$ cat config.mk
export PLATFORM = sky130hd
export DESIGN_NAME = accum_transfer_instr_exec
export DESIGN_NICKNAME = d
export VERILOG_FILES = /design/src/xfer_pkg.sv /design/src/accum_transfer_instr_exec.sv /design/src/return_stack_mem.sv
export SDC_FILE = /design/constraint.sdc
export NUM_CORES = 1
export LEC_CHECK = 0
export ABC_CLOCK_PERIOD_IN_PS = 2900
export BUFFER_PORTS_ARGS = -buffer_cell sky130_fd_sc_hd__buf_2
export CAP_MARGIN = 20
export CELL_PAD_IN_SITES_DETAIL_PLACEMENT = 0
export CELL_PAD_IN_SITES_GLOBAL_PLACEMENT = 1
export CORE_ASPECT_RATIO = 1.25
export CORE_MARGIN = 2
export CORE_UTILIZATION = 46
export DETAILED_ROUTE_END_ITERATION = 6
export PLACE_DENSITY = 0.85
export SLEW_MARGIN = 5
export SYNTH_ARGS = -nofsm -noshare
export SYNTH_HDL_FRONTEND = slang
export SYNTH_SLANG_ARGS = --single-unit
$ cat constraint.sdc
create_clock -name ref_clk -period 2.9 [get_ports ref_clk]
set_input_delay 0.29 -clock ref_clk [delete_from_list [all_inputs] [get_ports ref_clk]]
set_output_delay 0.29 -clock ref_clk [all_outputs]
set_load 0.01 [all_outputs]
$ cat src/xfer_pkg.sv
// Package for the accumulator transfer instruction executor.
// Assumes one instruction clock domain; decoding of opcodes happens upstream.
package xfer_pkg;

  // ----------------------------------------------------------------
  // Widths
  // ----------------------------------------------------------------
  localparam int NIB_W    = 4;
  localparam int PAIR_W   = 8;
  localparam int INDEX_W  = 3;
  localparam int PAGE_W   = 5;
  localparam int PC_LOW_W    = 7;
  localparam int PC_W        = PAGE_W + PC_LOW_W;
  localparam int ROMW_W      = 10;
  localparam int STACK_PTR_W = 3;
  localparam int CTRL_W   = 4;

  // ----------------------------------------------------------------
  // Field positions and constants
  // ----------------------------------------------------------------
  localparam int MODE_BIT     = 3;
  localparam int HI_NIB_LSB   = 4;
  localparam int TABLE_CYCLES = 3;
  localparam logic [STACK_PTR_W-1:0] STACK_STEP = 3'h1;
  localparam logic [NIB_W-1:0]   NIB_ZERO = 4'h0;
  localparam logic [PC_W-1:0]    PC_ZERO  = 12'h000;
  localparam logic [PAIR_W-1:0]  BYTE_ZERO = 8'h00;
  localparam logic               MODE_CMP = 1'b1;

  // One-hot instruction requests from the decoder
  typedef struct packed {
    logic pair_to_acc_b_transfer;
    logic program_table_read;
    logic index_to_acc_transfer;
    logic acc_b_to_comparator_write;
  } instr_type;

  // Architectural state visible to the rest of the CPU
  typedef struct packed {
    logic [NIB_W-1:0]  acc;
    logic [NIB_W-1:0]  reg_b;
    logic              carry;
  } regs_type;

endpackage : xfer_pkg

$ cat src/accum_transfer_instr_exec.sv
// Executes the pair, index, table-read and comparator-write transfers.
// Assumes a one-hot instruction pulse; requests met while busy are refused; program memory
// answers one clock after its address.
//
// Notes on behaviour
// - Pair transfer puts pair high nibble into B, low nibble into accumulator.
// - Table read is one word yet takes three instruction cycles.
// - Table read pushes PC, fetches, restores PC, pops; one stack level used.
// - Table address is page, then index bits, then accumulator bits.
// - Fetched word bits 7-4 go to B, bits 3-0 to accumulator.
// - Index transfer fills accumulator bits 2-0, clears bit 3.
// - Comparator write does nothing while in conversion mode.
// - In comparator mode, B goes to comparator high nibble, accumulator low.
// - Mode bit is bit 3 of converter control register one.
`timescale 1ns/1ps
module accum_transfer_instr_exec #(
  parameter int STACK_DEPTH = 8
) (
  input  wire logic                                 ref_clk,     // 50 MHz clock
  input  wire logic                                 srst,        // Sync reset
  input  wire xfer_pkg::instr_type                  instr,       // Instruction pulse
  input  wire logic [xfer_pkg::PAGE_W-1:0]          page,        // Table page operand
  input  wire logic [xfer_pkg::PAIR_W-1:0]          pair_reg,    // Pair register
  input  wire logic [xfer_pkg::INDEX_W-1:0]         index_reg,   // Index register
  input  wire logic [xfer_pkg::CTRL_W-1:0]          converter_control_one, // Ctrl reg 1
  input  wire logic [xfer_pkg::PC_W-1:0]            pc_in,       // Current PC
  input  wire logic [xfer_pkg::ROMW_W-1:0]          rom_data,    // Program word
  output xfer_pkg::regs_type                        regs,        // A, B, carry
  output logic [xfer_pkg::PAIR_W-1:0]               comparator,  // Comparator reg
  output logic [xfer_pkg::PC_W-1:0]                 rom_addr,    // Program address
  output logic [xfer_pkg::PC_W-1:0]                 pc_restore,  // Restored PC
  output logic                                      pc_load,     // PC restore pulse
  output logic [xfer_pkg::STACK_PTR_W-1:0]          stack_pointer, // Stack pointer
  output logic                                      busy         // Table read busy
);

  // ----------------------------------------------------------------
  // Table-read sequencer
  // ----------------------------------------------------------------
  typedef enum logic [1:0] {IDLE, FETCH, LOAD} tbl_state_type;
  tbl_state_type state;
  logic [xfer_pkg::PC_W-1:0] saved_pc;
  logic                      converter_mode_select;

  assign converter_mode_select = converter_control_one[xfer_pkg::MODE_BIT];
  assign busy = (state != IDLE);

  always_ff @(posedge ref_clk)
  begin
    if (srst)
      state <= IDLE;
    else
      case (state)
        IDLE:    if (instr.program_table_read) state <= FETCH;
        FETCH:   state <= LOAD;
        LOAD:    state <= IDLE;
        default: state <= IDLE;
      endcase
  end

  // Push and pop happen as the table read enters and leaves
  always_ff @(posedge ref_clk)
  begin
    if (srst)
      stack_pointer <= '0;
    else if (state == IDLE && instr.program_table_read)
      stack_pointer <= stack_pointer + xfer_pkg::STACK_STEP;
    else if (state == LOAD)
      stack_pointer <= stack_pointer - xfer_pkg::STACK_STEP;
  end

  return_stack_mem #(
    .DEPTH (STACK_DEPTH),
    .AW    (xfer_pkg::STACK_PTR_W),
    .W     (xfer_pkg::PC_W)
  ) u_return_stack (
    .ref_clk (ref_clk),
    .we      (state == IDLE && instr.program_table_read),
    .waddr   (stack_pointer + xfer_pkg::STACK_STEP),
    .wdata   (pc_in),
    .raddr   (stack_pointer),
    .rdata   (saved_pc)
  );

  // Address is held in a register so the ROM sees it stable for the fetch
  always_ff @(posedge ref_clk)
  begin
    if (srst)
      rom_addr <= xfer_pkg::PC_ZERO;
    else if (state == IDLE && instr.program_table_read)
      rom_addr <= {page, index_reg, regs.acc};
  end

  // Restore comes from the stack stage, not from a shadow copy
  always_ff @(posedge ref_clk)
  begin
    if (srst)
    begin
      pc_restore <= xfer_pkg::PC_ZERO;
      pc_load    <= 1'b0;
    end
    else
    begin
      pc_load <= (state == LOAD);
      if (state == LOAD)
        pc_restore <= saved_pc;
    end
  end

  // ----------------------------------------------------------------
  // Accumulator and register B
  // ----------------------------------------------------------------
  always_ff @(posedge ref_clk)
  begin
    if (srst)
    begin
      regs.acc   <= xfer_pkg::NIB_ZERO;
      regs.reg_b <= xfer_pkg::NIB_ZERO;
    end
    else if (state == LOAD)
    begin
      regs.reg_b <= rom_data[xfer_pkg::HI_NIB_LSB +: xfer_pkg::NIB_W];
      regs.acc   <= rom_data[0 +: xfer_pkg::NIB_W];
    end
    else if (state == IDLE && instr.pair_to_acc_b_transfer)
    begin
      regs.reg_b <= pair_reg[xfer_pkg::HI_NIB_LSB +: xfer_pkg::NIB_W];
      regs.acc   <= pair_reg[0 +: xfer_pkg::NIB_W];
    end
    else if (state == IDLE && instr.index_to_acc_transfer)
      regs.acc <= {1'b0, index_reg};
  end

  // Carry is owned elsewhere; these transfers only hold it
  always_ff @(posedge ref_clk)
  begin
    if (srst)
      regs.carry <= 1'b0;
    else
      regs.carry <= regs.carry;
  end

  // ----------------------------------------------------------------
  // Comparator register
  // ----------------------------------------------------------------
  always_ff @(posedge ref_clk)
  begin
    if (srst)
      comparator <= xfer_pkg::BYTE_ZERO;
    else if (state == IDLE && instr.acc_b_to_comparator_write
             && converter_mode_select == xfer_pkg::MODE_CMP)
      comparator <= {regs.reg_b, regs.acc};
  end

  // ----------------------------------------------------------------
  // Checks
  // ----------------------------------------------------------------
  chk_table_three_cycles: assert property (@(posedge ref_clk) disable iff (srst)
    (state == IDLE && instr.program_table_read) |=> busy ##1 busy ##1 !busy)
    else $error("table read not three cycles");
  chk_stack_balanced: assert property (@(posedge ref_clk) disable iff (srst)
    (state == IDLE && instr.program_table_read) |-> ##3 stack_pointer == $past(stack_pointer, 3))
    else $error("stack pointer not restored");
  chk_pc_restored: assert property (@(posedge ref_clk) disable iff (srst)
    (state == IDLE && instr.program_table_read) |-> ##3 pc_load && pc_restore == $past(pc_in, 3))
    else $error("program counter not restored");
  chk_table_addr: assert property (@(posedge ref_clk) disable iff (srst)
    (state == IDLE && instr.program_table_read) |=> rom_addr == {$past(page), $past(index_reg),
      $past(regs.acc)})
    else $error("table address wrong");
  chk_table_load: assert property (@(posedge ref_clk) disable iff (srst)
    (state == LOAD) |=> regs.reg_b == $past(rom_data[7:4]) && regs.acc == $past(rom_data[3:0]))
    else $error("table data load wrong");
  chk_pair_split: assert property (@(posedge ref_clk) disable iff (srst)
    (state == IDLE && instr.pair_to_acc_b_transfer) |=> regs.reg_b == $past(pair_reg[7:4])
      && regs.acc == $past(pair_reg[3:0]))
    else $error("pair transfer wrong");
  chk_index_fill: assert property (@(posedge ref_clk) disable iff (srst)
    (state == IDLE && instr.index_to_acc_transfer && !instr.pair_to_acc_b_transfer)
      |=> regs.acc == {1'b0, $past(index_reg)})
    else $error("index transfer wrong");
  chk_cmp_nop: assert property (@(posedge ref_clk) disable iff (srst)
    (instr.acc_b_to_comparator_write && !converter_control_one[3]) |=> $stable(comparator))
    else $error("comparator written in conversion mode");
  chk_cmp_write: assert property (@(posedge ref_clk) disable iff (srst)
    (state == IDLE && instr.acc_b_to_comparator_write && converter_control_one[3])
      |=> comparator == {$past(regs.reg_b), $past(regs.acc)})
    else $error("comparator write wrong");
  chk_carry_kept: assert property (@(posedge ref_clk) disable iff (srst)
    (state == IDLE && (instr.pair_to_acc_b_transfer || instr.index_to_acc_transfer))
      |=> $stable(regs.carry) && !busy)
    else $error("carry changed or stall");

  // ----------------------------------------------------------------
  // Refusal while busy, single-cycle comparator write, restore pulse and reset
  // ----------------------------------------------------------------
  chk_busy_refused: assert property (@(posedge ref_clk) disable iff (srst)
    (state == FETCH && (instr.pair_to_acc_b_transfer || instr.index_to_acc_transfer))
      |=> $stable(regs.acc) && $stable(regs.reg_b))
    else $error("transfer taken while busy");
  chk_cmp_busy: assert property (@(posedge ref_clk) disable iff (srst)
    (busy && instr.acc_b_to_comparator_write) |=> $stable(comparator))
    else $error("comparator written while busy");
  chk_cmp_single: assert property (@(posedge ref_clk) disable iff (srst)
    (state == IDLE && instr.acc_b_to_comparator_write) |=> !busy && $stable(regs.carry))
    else $error("comparator write stalled or moved carry");
  chk_restore_pulse: assert property (@(posedge ref_clk) disable iff (srst)
    pc_load |=> !pc_load)
    else $error("restore pulse longer than one cycle");
  chk_reset_clear: assert property (@(posedge ref_clk)
    srst |=> stack_pointer == '0 && !busy && !pc_load)
    else $error("reset left a table read running");

  cov_table_read: cover property (@(posedge ref_clk) state == LOAD);
  cov_cmp_write:  cover property (@(posedge ref_clk)
    instr.acc_b_to_comparator_write && converter_control_one[3]);
  cov_cmp_nop:    cover property (@(posedge ref_clk)
    instr.acc_b_to_comparator_write && !converter_control_one[3]);
  cov_pair:       cover property (@(posedge ref_clk) instr.pair_to_acc_b_transfer);
  cov_refused:    cover property (@(posedge ref_clk)
    state == FETCH && instr.pair_to_acc_b_transfer);

endmodule : accum_transfer_instr_exec

$ cat src/return_stack_mem.sv
// Small stack memory holding saved program counters.
// Assumes one writer and one reader per clock; read data registered.
`timescale 1ns/1ps
module return_stack_mem #(
  parameter int DEPTH = 8,
  parameter int AW    = 3,
  parameter int W     = 12
) (
  input  wire logic          ref_clk,  // Instruction clock
  input  wire logic          we,       // Write strobe
  input  wire logic [AW-1:0] waddr,    // Write stage
  input  wire logic [W-1:0]  wdata,    // Value saved
  input  wire logic [AW-1:0] raddr,    // Read stage
  output logic      [W-1:0]  rdata     // Registered read data
);
  logic [W-1:0] mem [DEPTH];

  always_ff @(posedge ref_clk)
  begin
    if (we)
      mem[waddr] <= wdata;
  end

  always_ff @(posedge ref_clk)
  begin
    rdata <= mem[raddr];
  end
endmodule : return_stack_mem

# ---- After elaboration in Yosys (flattened, before gate mapping)
# Memory sizes are Yosys's and may differ from the RTL's. A register that Yosys moved wholly into a read port is not among the register bits.
# Index checks and enable logic that the tools add are counted.
# Widths: inputs -> output; s select.
dict set report word_totals {
  register_bits 46
  ramBits 96
  input_bits 48
  output_inout_bits 46
  elab_cells 34
  n_memories 1
}
dict set report classes {
  addsub 2
  eq_ne 3
  mux 10
  reduce_logical 10
}
# memory words width rd rd_ports_with_merged_regs write_ports line_no
set mem_list {}
lappend mem_list {u_return_stack.mem 8 12 1 1 1 return_stack_mem.sv:16} ;# logic [W-1:0] mem [DEPTH];
# op count
set ops {}
lappend ops {{$mux 4} 3}
lappend ops {{$mux 8} 1}
lappend ops {{$mux 3} 2}
lappend ops {{$reduce_bool 2->1} 3}
lappend ops {{$logic_and 1x1->1} 5}
lappend ops {{$pmux 2 s2} 1}
lappend ops {{$add 3x1->3 const B} 1}
lappend ops {{$reduce_bool 3->1} 1}
lappend ops {{$sub 3x1->3 const B} 1}
lappend ops {{$eq 2x1->1 const B} 1}
lappend ops {{$eq 2x2->1 const B} 1}
lappend ops {{$logic_not 2->1} 1}
lappend ops {{$mux 1} 2}
lappend ops {{$mux 2} 1}
lappend ops {{$ne 2x2->1 const B} 1}

# ---- Longest topological paths before layout
dict set report depth {
  word_depth 5
  mapped_depth 6
  ltp_nobuf 4
}

# ---- Cells and area by module
# A second synthesis with hierarchy kept.
dict set report hier_totals {
  hier_cells 381
  area_unflattened_um2 5819.3
}
# mod n_inst cells_per_inst area_each_um2 seq_area_each_um2
set modules_own_cells {}
lappend modules_own_cells {return_stack_mem 1 164 3987.6 3123.0}
lappend modules_own_cells {accum_transfer_instr_exec 1 217 1831.8 920.9}

# ---- Worst setup path before layout
# Ideal clock, no wire load.
dict set report synth_path {
  path_kind {flip-flop to flip-flop}
  start {register stack_pointer[0] (netlist bit)}
  end {memory u_return_stack.mem[0][0], enable pin}
  setup_ns 0.396
  arrival_time_ns 2.183
  required_time_ns 2.504
  slack_ns 0.320
  stages_incl_launch_ff 6
  n_path_buf 2
  period_less_slack_ns 2.580
  path_cell_list {dfxtp_1 buf_2 inv_1 ha_1 clkbuf_1 nor3_1}
}
dict set report synth_between {
  elab_chain_cells 1
}
# item line_no
set synth_rtl {}
lappend synth_rtl {{from (decl)} accum_transfer_instr_exec.sv:33} ;# output logic [xfer_pkg::STACK_PTR_W-1:0] stack_pointer,
lappend synth_rtl {{from (signal assigned)} accum_transfer_instr_exec.sv:67} ;# stack_pointer <= stack_pointer + xfer_pkg::STACK_STEP;
lappend synth_rtl {{from (signal assigned)} accum_transfer_instr_exec.sv:69} ;# stack_pointer <= stack_pointer - xfer_pkg::STACK_STEP;
lappend synth_rtl {{$add 3x1->3} accum_transfer_instr_exec.sv:79} ;# .waddr (stack_pointer + xfer_pkg::STACK_STEP),
lappend synth_rtl {{to (decl)} return_stack_mem.sv:16}
# Every way passes these cells.

# ---- Worst setup path in the final report
dict set report layout_path {
  start {register stack_pointer[0] (netlist bit)}
  end {memory u_return_stack.mem[6][6], enable pin}
}
# The elaborated chain is that of the path after synthesis.

==> results.json <==
{
  "status": "finished clean",
  "clk_pin_slew_worst_paths_ns": 0.06,
  "netSwitchingPower_w": 0.00115,
  "diodes": 0,
  "drt_iter0_drc": 259,
  "die-area_mm2": 0.0135,
  "ctsHoldBuffers": 0,
  "num_rows": 45,
  "synth_cell_type_count": 39,
  "cp-startpoint": "stack_pointer[0]$_SDFFE_PP0P_",
  "initial_core_util_pct": 47.3,
  "total_power_w": 0.00497,
  "switching_share_pct": 23.0,
  "grt_usage_pct": 18.2,
  "io_pins": 94,
  "ys_ff_latch": 154,
  "grt_max_degree": 25,
  "portBuffers": 87,
  "finalWeightedCongestion": 0.791,
  "slew_violations": 0,
  "worstHoldStart": "page[3]",
  "timing.rr.start": "stack_pointer[0]$_SDFFE_PP0P_",
  "wl_um": 11600,
  "final_common_cell": "edfxtp_1",
  "dpl_cell_area_mm2": 0.00640,
  "antenna_found_initial": 0,
  "setup_tns_ns": 0,
  "drc": 0,
  "crit_end": "u_return_stack.mem[6][6]$_DFFE_PP_",
  "worst_ep_arrival_time_ns": 2.52,
  "clock_latency_ns": 0.41,
  "clock_sinks": 154,
  "cts_buffer_depth": 2,
  "rsz0062_at_grt": "false",
  "period_minus_slack_ns": 2.39,
  "p_leak_nw": 2.64,
  "yosysWarnings": 0,
  "r2r-end": "u_return_stack.mem[6][6]$_DFFE_PP_",
  "grt_pass1_vias": 3495,
  "crit_cells": 5,
  "worst_path_max_delay_cell": "dfxtp_2",
  "syn2layout_area_growth_pct": 20.6,
  "numCtsBuffers": 17,
  "avgSynthCellArea_um2": 14.2,
  "synthesis.nets": 457,
  "clkPwrFrac_pct": 41.2,
  "routedWlPerCell_um": 17.0,
  "cp_cell_sequence": "inv_1 -> ha_1 -> nand3_1 -> nor2_1 -> buf_4",
  "dp_worst_setup_slack_ns": 0.525,
  "crit_fanout": 14,
  "cts_resized": 0,
  "syn_area_mm2": 0.00577,
  "finalSetupViolations": 0,
  "crit_family": "flip-flops",
  "core_mm2": 0.0122,
  "grt.overflow.total": 0,
  "clock_skew_ns": 0.00831,
  "drv_cap": 0,
  "cellPowerDensity_mw_per_mm2": 713,
  "drtPass1Iterations": 6,
  "synth_seq_area_share_pct": 70.0,
  "final_cell_mix": "edfxtp_1 (96), nand2_1 (94), buf_2 (87)",
  "power_frac_comb_pct": 8.4,
  "viasPerCell": 5.16,
  "synthCells": 407,
  "clock.fmax_ghz": 0.418,
  "final_cell_area_mm2": 0.00697,
  "layout-drive-gt1-share_pct": 32.0,
  "r2r_slack_ns": 0.51,
  "critPathBufInv": 2,
  "grt_pass1_wl_um": 18300,
  "postCtsSetupBuffers": 0,
  "tritoncts": "built",
  "slew_headroom_pct": 56.4,
  "worst_ep_required_time_ns": 3.03,
  "cts-htree-levels": 4,
  "die_h_um": 129,
  "worstMarginPinSlew_ns": 0.652,
  "fin_crit_sh_pct": 82.4,
  "design.final.nets": 555,
  "postLayoutSetupSlackWorst_ns": 0.510,
  "seqPwrFrac_pct": 50.4,
  "via_count": 3521,
  "hold_path_class": "input pin to flip-flop",
  "finalHoldViolCount": 0,
  "crit_path_start_kind": "flip-flop",
  "path_class": "flip-flop to flip-flop",
  "die_x_um": 104,
  "rr_worst_depth": 5,
  "dpl.hpwl_um": 7480,
  "ir_drop_mv": 0.460,
  "ant_nets": 0,
  "max_stage_delay_ns": 0.61,
  "internal-power_w": 0.00382,
  "end_kind": "flip-flop",
  "ctsRootBufferMaster": "clkbuf_16"
}
[synthesized netlist by cell type]
cell type	number	area share, %
edfxtp_1	96	50
nand2_1	94	6.1
dfxtp_1	58	20
a21oi_1	27	2.3
mux4_2	24	9.4
nor2_1	16	1.0
buf_2	13	1.1
mux2i_1	9	1.6
o21ai_0	8	0.69
clkbuf_1	6	0.39
nand3_1	5	0.43
nor3_1	5	0.43
a31oi_1	4	0.43
inv_1	4	0.26
o211ai_1	4	0.52
a221oi_1	3	0.46
nor2b_1	3	0.33
buf_4	2	0.26
buf_6	2	0.39
ha_1	2	0.43
nand2b_1	2	0.22
nor4_2	2	0.43
or2b_1	2	0.26
a21o_1	1	0.13
a22oi_1	1	0.13
and4bb_2	1	0.22
buf_1	1	0.065
buf_8	1	0.26
conb_1	1	0.065
mux2_1	1	0.20
nand3b_1	1	0.13
nor3b_1	1	0.13
nor3b_4	1	0.33
o21ba_2	1	0.17
or2_2	1	0.11
or3_1	1	0.11
or3b_1	1	0.15
xnor2_1	1	0.15
xor2_1	1	0.15
[state kept, by name, indices dropped and copies added (netlist names)]
name,cells
comparator,8
pc_load,1
pc_restore,12
regs,8
rom_addr,12
stack_pointer,3
state,2
u_return_stack.mem,96
u_return_stack.rdata,12
[worst min-delay path, cell delays in order]
cell and delay [ns]:
buf_2 0.10, nand2_1 0.05, a21oi_1 0.05
[power by group through the flow]
stage | Clock (W) | Combinational (W) | Sequential [W]
finish | 0.00204 | 0.000419 | 0.00250
global route | 0.00217 | 0.000463 | 0.00252
CTS | 0.00209 | 0.000425 | 0.00251
detailed placement | 0 | 0.000420 | 0.00255
global placement | 0 | 0.000411 | 0.00254
floorplan | 0 | 0.000268 | 0.00254
[area by class of cell]
class                      count  area (um2)
inverter                       4        15.0
clock buffer                  20         478
tap                          164         205
clock inverter                12        87.6
timing repair buffer         104         563
multi-input combinational    224        1570
sequential                   154        4050
fill                         958        5250
[layer usage]
metal	vias to the layer above	GRT usage (%)	part of all wire (%)
met5	-	0	0
met4	0	7.31	1.4
met3	13	4.78	4.6
met2	115	31.9	51
met1	1720	21.5	43
li1	1673	-	-
[per-stage QoR]
step                      utilization [%]  hold slack [ns]  instances
final                                57.0            0.116        682
after global routing                 57.0            0.115        682
after CTS                            57.0           0.0983        682
after detailed placement             52.4            0.427        650
after global placement               52.4            0.423        650
after floorplan                         -            0.389        407
[worst min-delay path by stage]
stage,end,cells after the start,slack (ns)
floorplan,u_return_stack.mem[0][0]$_DFFE_PP_,0,0.39
global placement,pc_restore[4]$_SDFFE_PP0P_,2,0.42
detailed placement,pc_restore[10]$_SDFFE_PP0P_,2,0.43
CTS,rom_addr[10]$_SDFFE_PP0P_,3,0.1
global route,rom_addr[5]$_SDFFE_PP0P_,3,0.11
finish,rom_addr[10]$_SDFFE_PP0P_,3,0.12
[cell families after synthesis]
logic type / after synthesis / share of synthesized area (%)
DFF: 154 / 70.0
and+or+nand+nor: 136 / 10.4
AOI/OAI and AO/OA: 49 / 4.88
muxes: 34 / 11.1
buffers and inverters: 29 / 2.75
adders and majority gates: 2 / 0.433
xor gates and xnor gates: 2 / 0.303
other: 1 / 0.0649
Note: power is estimated with default switching activity, not from simulation.
